==> config.mk <==
export PLATFORM = sky130hd
export DESIGN_NAME = txfr_device_flat
export DESIGN_NICKNAME = d
export VERILOG_FILES = /design/src/verilog/txfr_pkg.sv /design/src/verilog/txfr_link_if.sv /design/src/verilog/txfr_device.sv /design/src/flat_wrapper.sv
export SDC_FILE = /design/constraint.sdc
export NUM_CORES = 1
export LEC_CHECK = 0
export ABC_AREA = 1
export BUFFER_PORTS_ARGS = -buffer_cell sky130_fd_sc_hd__buf_4
export CAP_MARGIN = 20
export CORE_MARGIN = 1.5
export CORE_UTILIZATION = 52
export DETAILED_ROUTE_END_ITERATION = 8
export GPL_TIMING_DRIVEN = 0
export MAX_ROUTING_LAYER = met4
export PLACE_DENSITY_LB_ADDON = 0.3
export SLEW_MARGIN = 20
export SYNTH_ARGS = -nofsm -noshare
export SYNTH_HDL_FRONTEND = slang
export SYNTH_SLANG_ARGS = --single-unit
==> constraint.sdc <==
create_clock -name core_clk -period 2.3 [get_ports core_clk]
set_input_delay 0.46 -clock core_clk [delete_from_list [all_inputs] [get_ports core_clk]]
set_output_delay 0.46 -clock core_clk [all_outputs]
set_load 0.1 [all_outputs]
==> src/verilog/txfr_pkg.sv <==
// Shared constants and types for the transmit framing input link
// Functional notes
// RULE_01 - Start flag marks every frame's first word
// RULE_02 - First byte sits in top byte lane
// RULE_03 - End flag marks packet last word; cell ignores
// RULE_04 - Parity bit per word, odd/even per channel
// RULE_05 - Qualifiers sampled on interface clock rising edge
// RULE_06 - Abort flag honoured only in packet mode
// RULE_07 - Abort flag aborts current packet on line
// RULE_08 - After abort, next word starts new packet
// RULE_09 - After abort, drop writes until start flag
// RULE_10 - Abort cycle ignores start and end flags
// RULE_11 - Pad count gives last word padding bytes
// RULE_12 - Only final word may be partially filled
// RULE_13 - Pad count read only on end words
// RULE_14 - 64-bit bus: zero to seven pad bytes
// RULE_15 - 32-bit bus: two low pad bits used
// RULE_16 - 16-bit bus: lowest pad bit only
// RULE_17 - 8-bit bus: pad count ignored entirely
// RULE_18 - 64-bit code 000: all eight bytes valid
// RULE_19 - Each higher code moves end lane up
// RULE_20 - 32/16-bit codes map to end lanes
// RULE_21 - Parity over full bus width, flag mismatch
package txfr_pkg;
    localparam int TXFR_MAX_WIDTH  = 64;
    localparam int TXFR_PAD_BITS   = 3;
    localparam int TXFR_BYTE_BITS  = 8;
    localparam int TXFR_MAX_BYTES  = TXFR_MAX_WIDTH / TXFR_BYTE_BITS;
    localparam logic TXFR_RST_BIT  = 1'b0;
    localparam logic [TXFR_PAD_BITS-1:0] TXFR_RST_PAD = 3'h0;
    // Parity sense: 0 selects even, 1 selects odd
    localparam logic TXFR_PAR_EVEN = 1'b0;
    localparam logic TXFR_PAR_ODD  = 1'b1;
    // Framing mode of the channel
    typedef enum logic {TXFR_MODE_CELL, TXFR_MODE_PACKET} txfr_mode_t;
endpackage : txfr_pkg

==> src/verilog/txfr_link_if.sv <==
// Link between the data link layer source and the framing input device
`timescale 1ns/1ps
interface txfr_link_if #(parameter int WIDTH = 64) (
    input logic tx_interface_clock
);
    logic             tx_write_enable;
    logic [WIDTH-1:0] tx_word_bus;
    logic             tx_frame_start_flag;
    logic             tx_frame_end_flag;
    logic             tx_word_parity;
    logic             tx_packet_abort_flag;
    logic [2:0]       tx_pad_byte_count;

    modport source (
        output tx_write_enable, tx_word_bus, tx_frame_start_flag,
               tx_frame_end_flag, tx_word_parity, tx_packet_abort_flag,
               tx_pad_byte_count
    );
    modport device (
        input tx_write_enable, tx_word_bus, tx_frame_start_flag,
              tx_frame_end_flag, tx_word_parity, tx_packet_abort_flag,
              tx_pad_byte_count
    );
endinterface : txfr_link_if

==> src/verilog/txfr_device.sv <==
// Device end: samples link qualifiers, frames words, checks parity
`timescale 1ns/1ps
module txfr_device import txfr_pkg::*; #(
    parameter int WIDTH = 64
) (
    // Clock and reset (core_clk is the transmit interface clock)
    input  wire logic             core_clk,
    input  wire logic             reset,
    // Link from the source
    txfr_link_if.device           link,
    // Channel configuration
    input  wire txfr_mode_t       mode,
    input  wire logic             tx_parity_sense_select,
    // Word stream toward the transmit FIFO
    output logic                  fifo_wr_q,
    output logic [WIDTH-1:0]      fifo_data_q,
    output logic                  fifo_first_q,
    output logic                  fifo_last_q,
    output logic [TXFR_MAX_BYTES-1:0] fifo_byte_valid_q,
    output logic                  fifo_abort_q,
    output logic                  parity_error_q,
    output logic                  discarding_q
);
    localparam int NBYTES = WIDTH / TXFR_BYTE_BITS;

    // Elaboration check: lane logic only serves these bus widths
    if (WIDTH != 8 && WIDTH != 16 && WIDTH != 32 && WIDTH != 64) begin : g_bad_width
        $error("txfr_device: WIDTH must be 8, 16, 32 or 64");
    end

    // Pad count masked to the bits the bus width uses
    function automatic logic [2:0] pad_mask(input logic [2:0] pad);
        case (NBYTES)
            8:       pad_mask = pad;                       // RULE_14
            4:       pad_mask = {1'b0, pad[1:0]};          // RULE_15
            2:       pad_mask = {2'b00, pad[0]};           // RULE_16
            default: pad_mask = 3'h0;                      // RULE_17
        endcase
    endfunction : pad_mask

    // Byte enables: first byte in top lane, padding in low lanes
    function automatic logic [TXFR_MAX_BYTES-1:0] lanes(input logic [2:0] p);
        logic [TXFR_MAX_BYTES-1:0] v;
        v = '0;
        for (int i = 0; i < TXFR_MAX_BYTES; i++)
            if (i < NBYTES && i >= int'(p))                // RULE_18 RULE_19
                v[i] = 1'b1;                               // RULE_20 RULE_02
        lanes = v;
    endfunction : lanes

    logic       is_pkt;
    logic       abort_now;
    logic       sof_now;
    logic       eof_now;
    logic       par_calc;
    logic       wr;

    // Qualifiers are logic on this same clock; used as sampled at edge
    assign is_pkt    = (mode == TXFR_MODE_PACKET);
    assign abort_now = is_pkt && link.tx_packet_abort_flag;     // RULE_06
    assign sof_now   = link.tx_frame_start_flag && !abort_now;  // RULE_10
    assign eof_now   = is_pkt && link.tx_frame_end_flag
                       && !abort_now;                           // RULE_03
    assign par_calc  = (^link.tx_word_bus) ^ tx_parity_sense_select; // RULE_21
    // Discard holds off writes until a start word, which is itself written
    assign wr = link.tx_write_enable && !abort_now
                && (!discarding_q || sof_now);                  // RULE_09

    // Discard state after an abort
    always_ff @(posedge core_clk) begin                         // RULE_05
        if (reset)
            discarding_q <= TXFR_RST_BIT;
        else if (link.tx_write_enable && abort_now)
            discarding_q <= 1'b1;                               // RULE_07
        else if (link.tx_write_enable && sof_now)
            discarding_q <= 1'b0;                               // RULE_08
    end

    // Word to FIFO with framing marks
    always_ff @(posedge core_clk) begin
        if (reset) begin
            fifo_wr_q         <= TXFR_RST_BIT;
            fifo_data_q       <= '0;
            fifo_first_q      <= TXFR_RST_BIT;
            fifo_last_q       <= TXFR_RST_BIT;
            fifo_byte_valid_q <= '0;
        end else begin
            fifo_wr_q    <= wr;
            fifo_data_q  <= link.tx_word_bus;
            fifo_first_q <= wr && sof_now;                       // RULE_01
            fifo_last_q  <= wr && eof_now;
            // Partial words only on packet end words
            if (eof_now && is_pkt)                              // RULE_11 RULE_13
                fifo_byte_valid_q <= lanes(pad_mask(link.tx_pad_byte_count));
            else
                fifo_byte_valid_q <= lanes(3'h0);               // RULE_12
        end
    end

    // Abort pulse toward the line HDLC stage
    always_ff @(posedge core_clk) begin
        if (reset)
            fifo_abort_q <= TXFR_RST_BIT;
        else
            fifo_abort_q <= link.tx_write_enable && abort_now
                            && !discarding_q;                   // RULE_07
    end

    // Parity check on every written word
    always_ff @(posedge core_clk) begin
        if (reset)
            parity_error_q <= TXFR_RST_BIT;
        else
            parity_error_q <= link.tx_write_enable
                              && (par_calc != link.tx_word_parity); // RULE_04
    end
endmodule : txfr_device

==> src/flat_wrapper.sv <==
// flat-port wrapper written by rule: the top's interface ports become plain ports
module txfr_device_flat import txfr_pkg::*;
#(
    parameter int WIDTH = 64
)
  (core_clk, reset, mode, tx_parity_sense_select, fifo_wr_q, fifo_data_q, fifo_first_q, fifo_last_q, fifo_byte_valid_q, fifo_abort_q, parity_error_q, discarding_q, tx_interface_clock, link_tx_write_enable, link_tx_word_bus, link_tx_frame_start_flag, link_tx_frame_end_flag, link_tx_word_parity, link_tx_packet_abort_flag, link_tx_pad_byte_count);
  txfr_link_if #(.WIDTH(WIDTH)) link_i (.tx_interface_clock(tx_interface_clock));
  input  wire logic core_clk;
  input  wire logic reset;
  input  wire txfr_mode_t mode;
  input  wire logic tx_parity_sense_select;
  output logic fifo_wr_q;
  output logic [WIDTH-1:0] fifo_data_q;
  output logic fifo_first_q;
  output logic fifo_last_q;
  output logic [TXFR_MAX_BYTES-1:0] fifo_byte_valid_q;
  output logic fifo_abort_q;
  output logic parity_error_q;
  output logic discarding_q;
  input wire logic tx_interface_clock;
  input wire logic [$bits(link_i.tx_write_enable)-1:0] link_tx_write_enable;
  input wire logic [$bits(link_i.tx_word_bus)-1:0] link_tx_word_bus;
  input wire logic [$bits(link_i.tx_frame_start_flag)-1:0] link_tx_frame_start_flag;
  input wire logic [$bits(link_i.tx_frame_end_flag)-1:0] link_tx_frame_end_flag;
  input wire logic [$bits(link_i.tx_word_parity)-1:0] link_tx_word_parity;
  input wire logic [$bits(link_i.tx_packet_abort_flag)-1:0] link_tx_packet_abort_flag;
  input wire logic [$bits(link_i.tx_pad_byte_count)-1:0] link_tx_pad_byte_count;
  assign link_i.tx_write_enable = link_tx_write_enable;
  assign link_i.tx_word_bus = link_tx_word_bus;
  assign link_i.tx_frame_start_flag = link_tx_frame_start_flag;
  assign link_i.tx_frame_end_flag = link_tx_frame_end_flag;
  assign link_i.tx_word_parity = link_tx_word_parity;
  assign link_i.tx_packet_abort_flag = link_tx_packet_abort_flag;
  assign link_i.tx_pad_byte_count = link_tx_pad_byte_count;
  txfr_device #(.WIDTH(WIDTH)) u_core (.core_clk(core_clk), .reset(reset), .link(link_i), .mode(mode), .tx_parity_sense_select(tx_parity_sense_select), .fifo_wr_q(fifo_wr_q), .fifo_data_q(fifo_data_q), .fifo_first_q(fifo_first_q), .fifo_last_q(fifo_last_q), .fifo_byte_valid_q(fifo_byte_valid_q), .fifo_abort_q(fifo_abort_q), .parity_error_q(parity_error_q), .discarding_q(discarding_q));
endmodule
After elaboration in Yosys (flattened, before gate mapping)
Cells that the tools add are included.
{"block": "totals", "regBits": 78, "latch_bits": 0, "ramBits": 0, "mem_bits_ro": 0, "input_bits": 77, "out_inout_bits": 78, "word_cells": 47, "n_memories": 0}
{"block": "classes", "add_sub_neg": 0, "mul": 0, "n_div": 0, "n_lt_le_gt_ge": 7, "eq_ne": 1, "shift": 0, "muxes": 12, "bitwise": 1, "reduce_logical": 18}
{"cell": "$reduce_xor 64->1", "count": 1}
{"cell": "$logic_and 1x1->1", "count": 13}
{"cell": "$ge 3x3->1 const A", "count": 3}
{"cell": "$mux 1", "count": 9}
{"cell": "$mux 7", "count": 1}
{"cell": "$ge 1x3->1 const A", "count": 2}
{"cell": "$ge 2x3->1 const A", "count": 2}
{"cell": "$mux 3", "count": 2}
{"cell": "$logic_not 1->1", "count": 2}
{"cell": "$reduce_bool 2->1", "count": 1}
{"cell": "$logic_or 1x1->1", "count": 1}
{"cell": "$ne 1x1->1", "count": 1}
{"cell": "$xor 1x1->1", "count": 1}

Depth between registers and ports, before layout
{"block": "logic_depth", "word_depth": 9, "ltp_mapped": 17}

Least setup slack after synthesis
No wires, ideal clock.
{"block": "synth_path", "path_type": "input-to-reg", "start": "input link_tx_word_bus[19]", "end": "register u_core.parity_error_q", "t_arrival_ns": 1.381, "t_required_ns": 2.190, "path_slack_ns": 0.809, "cell_stages": 14, "n_path_buf": 0, "path_cell_list": "xnor2_1 -> inv_1 -> nand2_1 -> nand2_1 -> nand2_1 -> nand2_1 -> nand2_1 -> nand2_2 -> nand2_1 -> nand3_1 -> nand2_1 -> nand2_1 -> inv_1 -> nor2_2"}
{"block": "synth_between", "elab_chain_len": 4}
{"item": "from (decl)", "line_no": "flat_wrapper.sv:22", "source": "input wire logic [$bits(link_i.tx_word_bus)-1:0] link_tx_word_bus;"}
{"item": "$reduce_xor 64->1", "line_no": "txfr_device.sv:64", "source": "assign par_calc = (^link.tx_word_bus) ^ tx_parity_sense_select;"}
{"item": "$xor 1x1->1", "line_no": "txfr_device.sv:64"}
{"item": "$ne 1x1->1", "line_no": "txfr_device.sv:115", "source": "&& (par_calc != link.tx_word_parity);"}
{"item": "$logic_and 1x1->1", "line_no": "txfr_device.sv:115"}
{"item": "to (signal assigned)", "line_no": "txfr_device.sv:114", "source": "parity_error_q <= link.tx_write_enable"}
{"item": "to (decl)", "line_no": "txfr_device.sv:21", "source": "output logic parity_error_q,"}
Every way passes these cells.
A chain may end at the register's enable or synchronous reset.

Final worst setup path
{"block": "layout_path", "start": "input link_tx_word_bus[35]", "end": "register u_core.parity_error_q"}
The elaborated chain is that of the path after synthesis.

==> flow_summary_export.csv <==
group,metric,value,unit
run_status,status,"finished, final reports clean",
global_routing,grt_pass1_wl,14900,um
clocking,post_cts_buffers,0,
clocking,tritoncts,"done",
sta,hold_viol,0,
drt,wl_per_cell,10.9,um
setup_path,reg2reg_slack,1.42,ns
global_routing,grt_max_degree,13,
pwr,seq_power_share,35.7,%
setup_path,critPathCaptureType,"flop",
sta,worst_slew_pin_slew,0.528,ns
drt,vias,3807,
sta,drv_slew,0,
finish,drive_gt1_share,23.6,%
place,port_buffers,152,
logic_synthesis,synth.most_common_cell,"nand2_1",
drt,drc,0,
pwr,power.switching,0.00148,W
pwr,vdd_drop_max,0.000424,V
logic_synthesis,synth_area_leaders,"dfxtp_1 (43%), nand2_1 (27%), inv_1 (8.2%)",
setup_path,startpoint_type,"input pin",
finish,area_growth,41.4,%
logic_synthesis,synth_edf_count,0,
logic_synthesis,syn_inst,575,
sta,skew,0.000706,ns
hold_path,worstHoldStart,"link_tx_packet_abort_flag",
finish,antennaDiodeCount,0,
die,chipWidth,86.8,um
clocking,cts_resized,0,
logic_synthesis,async_flop_share,0,%
logic_synthesis,syn_nets,652,
pwr,p_per_area,785,mW/mm^2
drt,drtAntennaViolNets,0,
setup_path,critical_path.startpoint,"link_tx_word_bus[35]",
drt,routed_wl,9120,um
clocking,clkTransAtPathRegs,0.07,ns
logic_synthesis,ys_ff_latch,78,
die,io_pins,155,
place,place_congestion,0.804,
global_routing,track_usage,25.5,%
drt,drtIter0Drc,81,
logic_synthesis,synth_top_area_share,42.8,%
setup_path,r2r-start,"u_core.discarding_q",
die,die_area,0.00753,sq mm
die,die_h,86.8,um
pwr,pwr-share-comb,33.0,%
logic_synthesis,synth_area,0.00365,sq mm
logic_synthesis,syn_area_per_cell,6.35,sq um
drt,via_per_inst,4.54,
pwr,p_int,0.00257,W
flow_run,max_cap_viol_count,0,
sta,fin_crit_sh,66.1,%
logic_synthesis,synthTopCellsByCount,"nand2_1 (267), inv_1 (80), dfxtp_1 (78)",
setup_path,cp_data_arrival_time,1.76,ns
sta,rsz0062_at_grt,"no",
clocking,clockRootBuffer,"clkbuf_8",
logic_synthesis,seq_area_frac_synth,42.8,%
clocking,insertion_delay,0.33,ns
finish,fin_area,0.00516,sq mm
global_routing,gr-total-overflow,0,
setup_path,r2r_cells,3,
clocking,ctsHtreeMaxLevel,3,
clocking,cts_buffers,9,
drt,dr.pass1.iters,5,
global_routing,antenna_found_initial,0,
clocking,hold_buffers,0,
sta,setup_viol,0,
pwr,p_leak,3.06,nW
global_routing,grt_pass1_vias,3577,
place,placed_cell_area,0.00491,sq mm
sta,min_period,1.52,ns
hold_path,hold_path.class,"input pin to flop",
setup_path,critPathKind,"input pin to flop",
place,dp_hpwl,7330,um
die,rows,30,
pwr,power,0.00405,W
hold_path,min_path_cells,2,
logic_synthesis,yosysTopAreaCell,"dfxtp_1",
sta,relSlewSlack,64.8,%
sta,finalSetupTns,0,ns
die,core_area,0.00679,sq mm
logic_synthesis,synth_ff_type,"dfxtp_1",
logic_synthesis,yosys_warnings,0,
die,initial_core_util,53.7,%
clocking,cts.sinks,78,
pwr,swShare,36.6,%
finish,fin_nets,815,
setup_path,worstPathMaxFanout,3,
clocking,clock_path_buffers,2,
sta,fmax,0.658,GHz
pwr,clkPwrFrac,31.3,%
logic_synthesis,netlist-cell-type-count,19,
setup_path,cp.required,2.54,ns
final cells by class:
type                            count  area [sq um]
Inverter                           83           312
Sequential cell                    78          1560
Tap cell                           96           120
Clock inverter                      3          90.1
Clock buffer                       13           159
Fill cell                         552          1630
Buffer                              8          30.0
Timing Repair Buffer              152          1140
Multi-Input combinational cell    406          1750
registers in the layout, indices dropped and copies added (netlist names):
register / cells
u_core.discarding_q: 1
u_core.fifo_abort_q: 1
u_core.fifo_byte_valid_q: 8
u_core.fifo_data_q: 64
u_core.fifo_first_q: 1
u_core.fifo_last_q: 1
u_core.fifo_wr_q: 1
u_core.parity_error_q: 1
final timing paths:
path,end
max,u_core.parity_error_q
min,u_core.fifo_wr_q
max reg2reg,u_core.fifo_wr_q
min reg2reg,u_core.fifo_abort_q
power by group through the flow:
stage / clock network (W) / logic [W] / registers [W]
detailed placement: 0 / 0.00133 / 0.00148
finish: 0.00127 / 0.00134 / 0.00145
global route: 0.00134 / 0.00144 / 0.00145
CTS: 0.00129 / 0.00134 / 0.00145
global placement: 0 / 0.00130 / 0.00148
floorplan: 0 / 0.000425 / 0.00203
cell families (layout without fill, tap and decap cells):
group	Yosys count	count (layout)	synth area share, %
xor gates and xnor gates	33	33	7.92
DFF	78	78	42.8
and+or+nand+nor	363	363	38.4
AOI/OAI and AO/OA	10	10	1.54
buffers and inverters	91	259	9.36
layer usage:
metal | track usage [%] | share of wire, %
met1 | 27.3 | 40
met2 | 46.7 | 51
met3 | 5.52 | 7.3
met4 | 8.21 | 1.6
met5 | - | 0
metrics by stage:
stage                     setup slack, ns  hold slack, ns  util (%)  cells
after floorplan                     0.809           0.552         -    575
after global placement              0.468           0.477      72.3    823
after global routing                0.566           0.310      75.9    839
after CTS                           0.776           0.297      75.9    839
final                               0.781           0.309      75.9    839
after detailed placement            0.451           0.487      72.3    823
critical path: stages:
cell and delay [ns]:
buf_4 0.12, xnor2_1 0.27, nand2_1 0.10, nand2_1 0.08, nand2_1 0.05, nand2_1 0.07
nand2_1 0.07, nand2_1 0.12, nand2_1 0.08, nand2_1 0.06, nand2_1 0.05, nand2_1 0.07
nand2_1 0.05, nand2_1 0.07, nor2_2 0.03
placed cells by master (no fill, tap or decap):
cell type / netlist / final
nand3b_1: 1 / 1
inv_2: 3 / 3
nand2_1: 267 / 267
nand2_2: 4 / 4
nor2_2: 1 / 1
or2_2: 1 / 1
bufinv_16: 0 / 3
o21ai_0: 4 / 4
clkbuf_8: 0 / 11
xnor2_1: 16 / 16
dfxtp_1: 78 / 78
buf_4: 0 / 152
a21oi_1: 3 / 3
nor2_1: 73 / 73
o21bai_1: 1 / 1
nand3_1: 15 / 15
clkbuf_1: 8 / 10
inv_1: 80 / 80
nor3_1: 1 / 1
a31oi_1: 1 / 1
a21o_1: 1 / 1
xor2_1: 17 / 17
(Power assumes the default switching activity.)
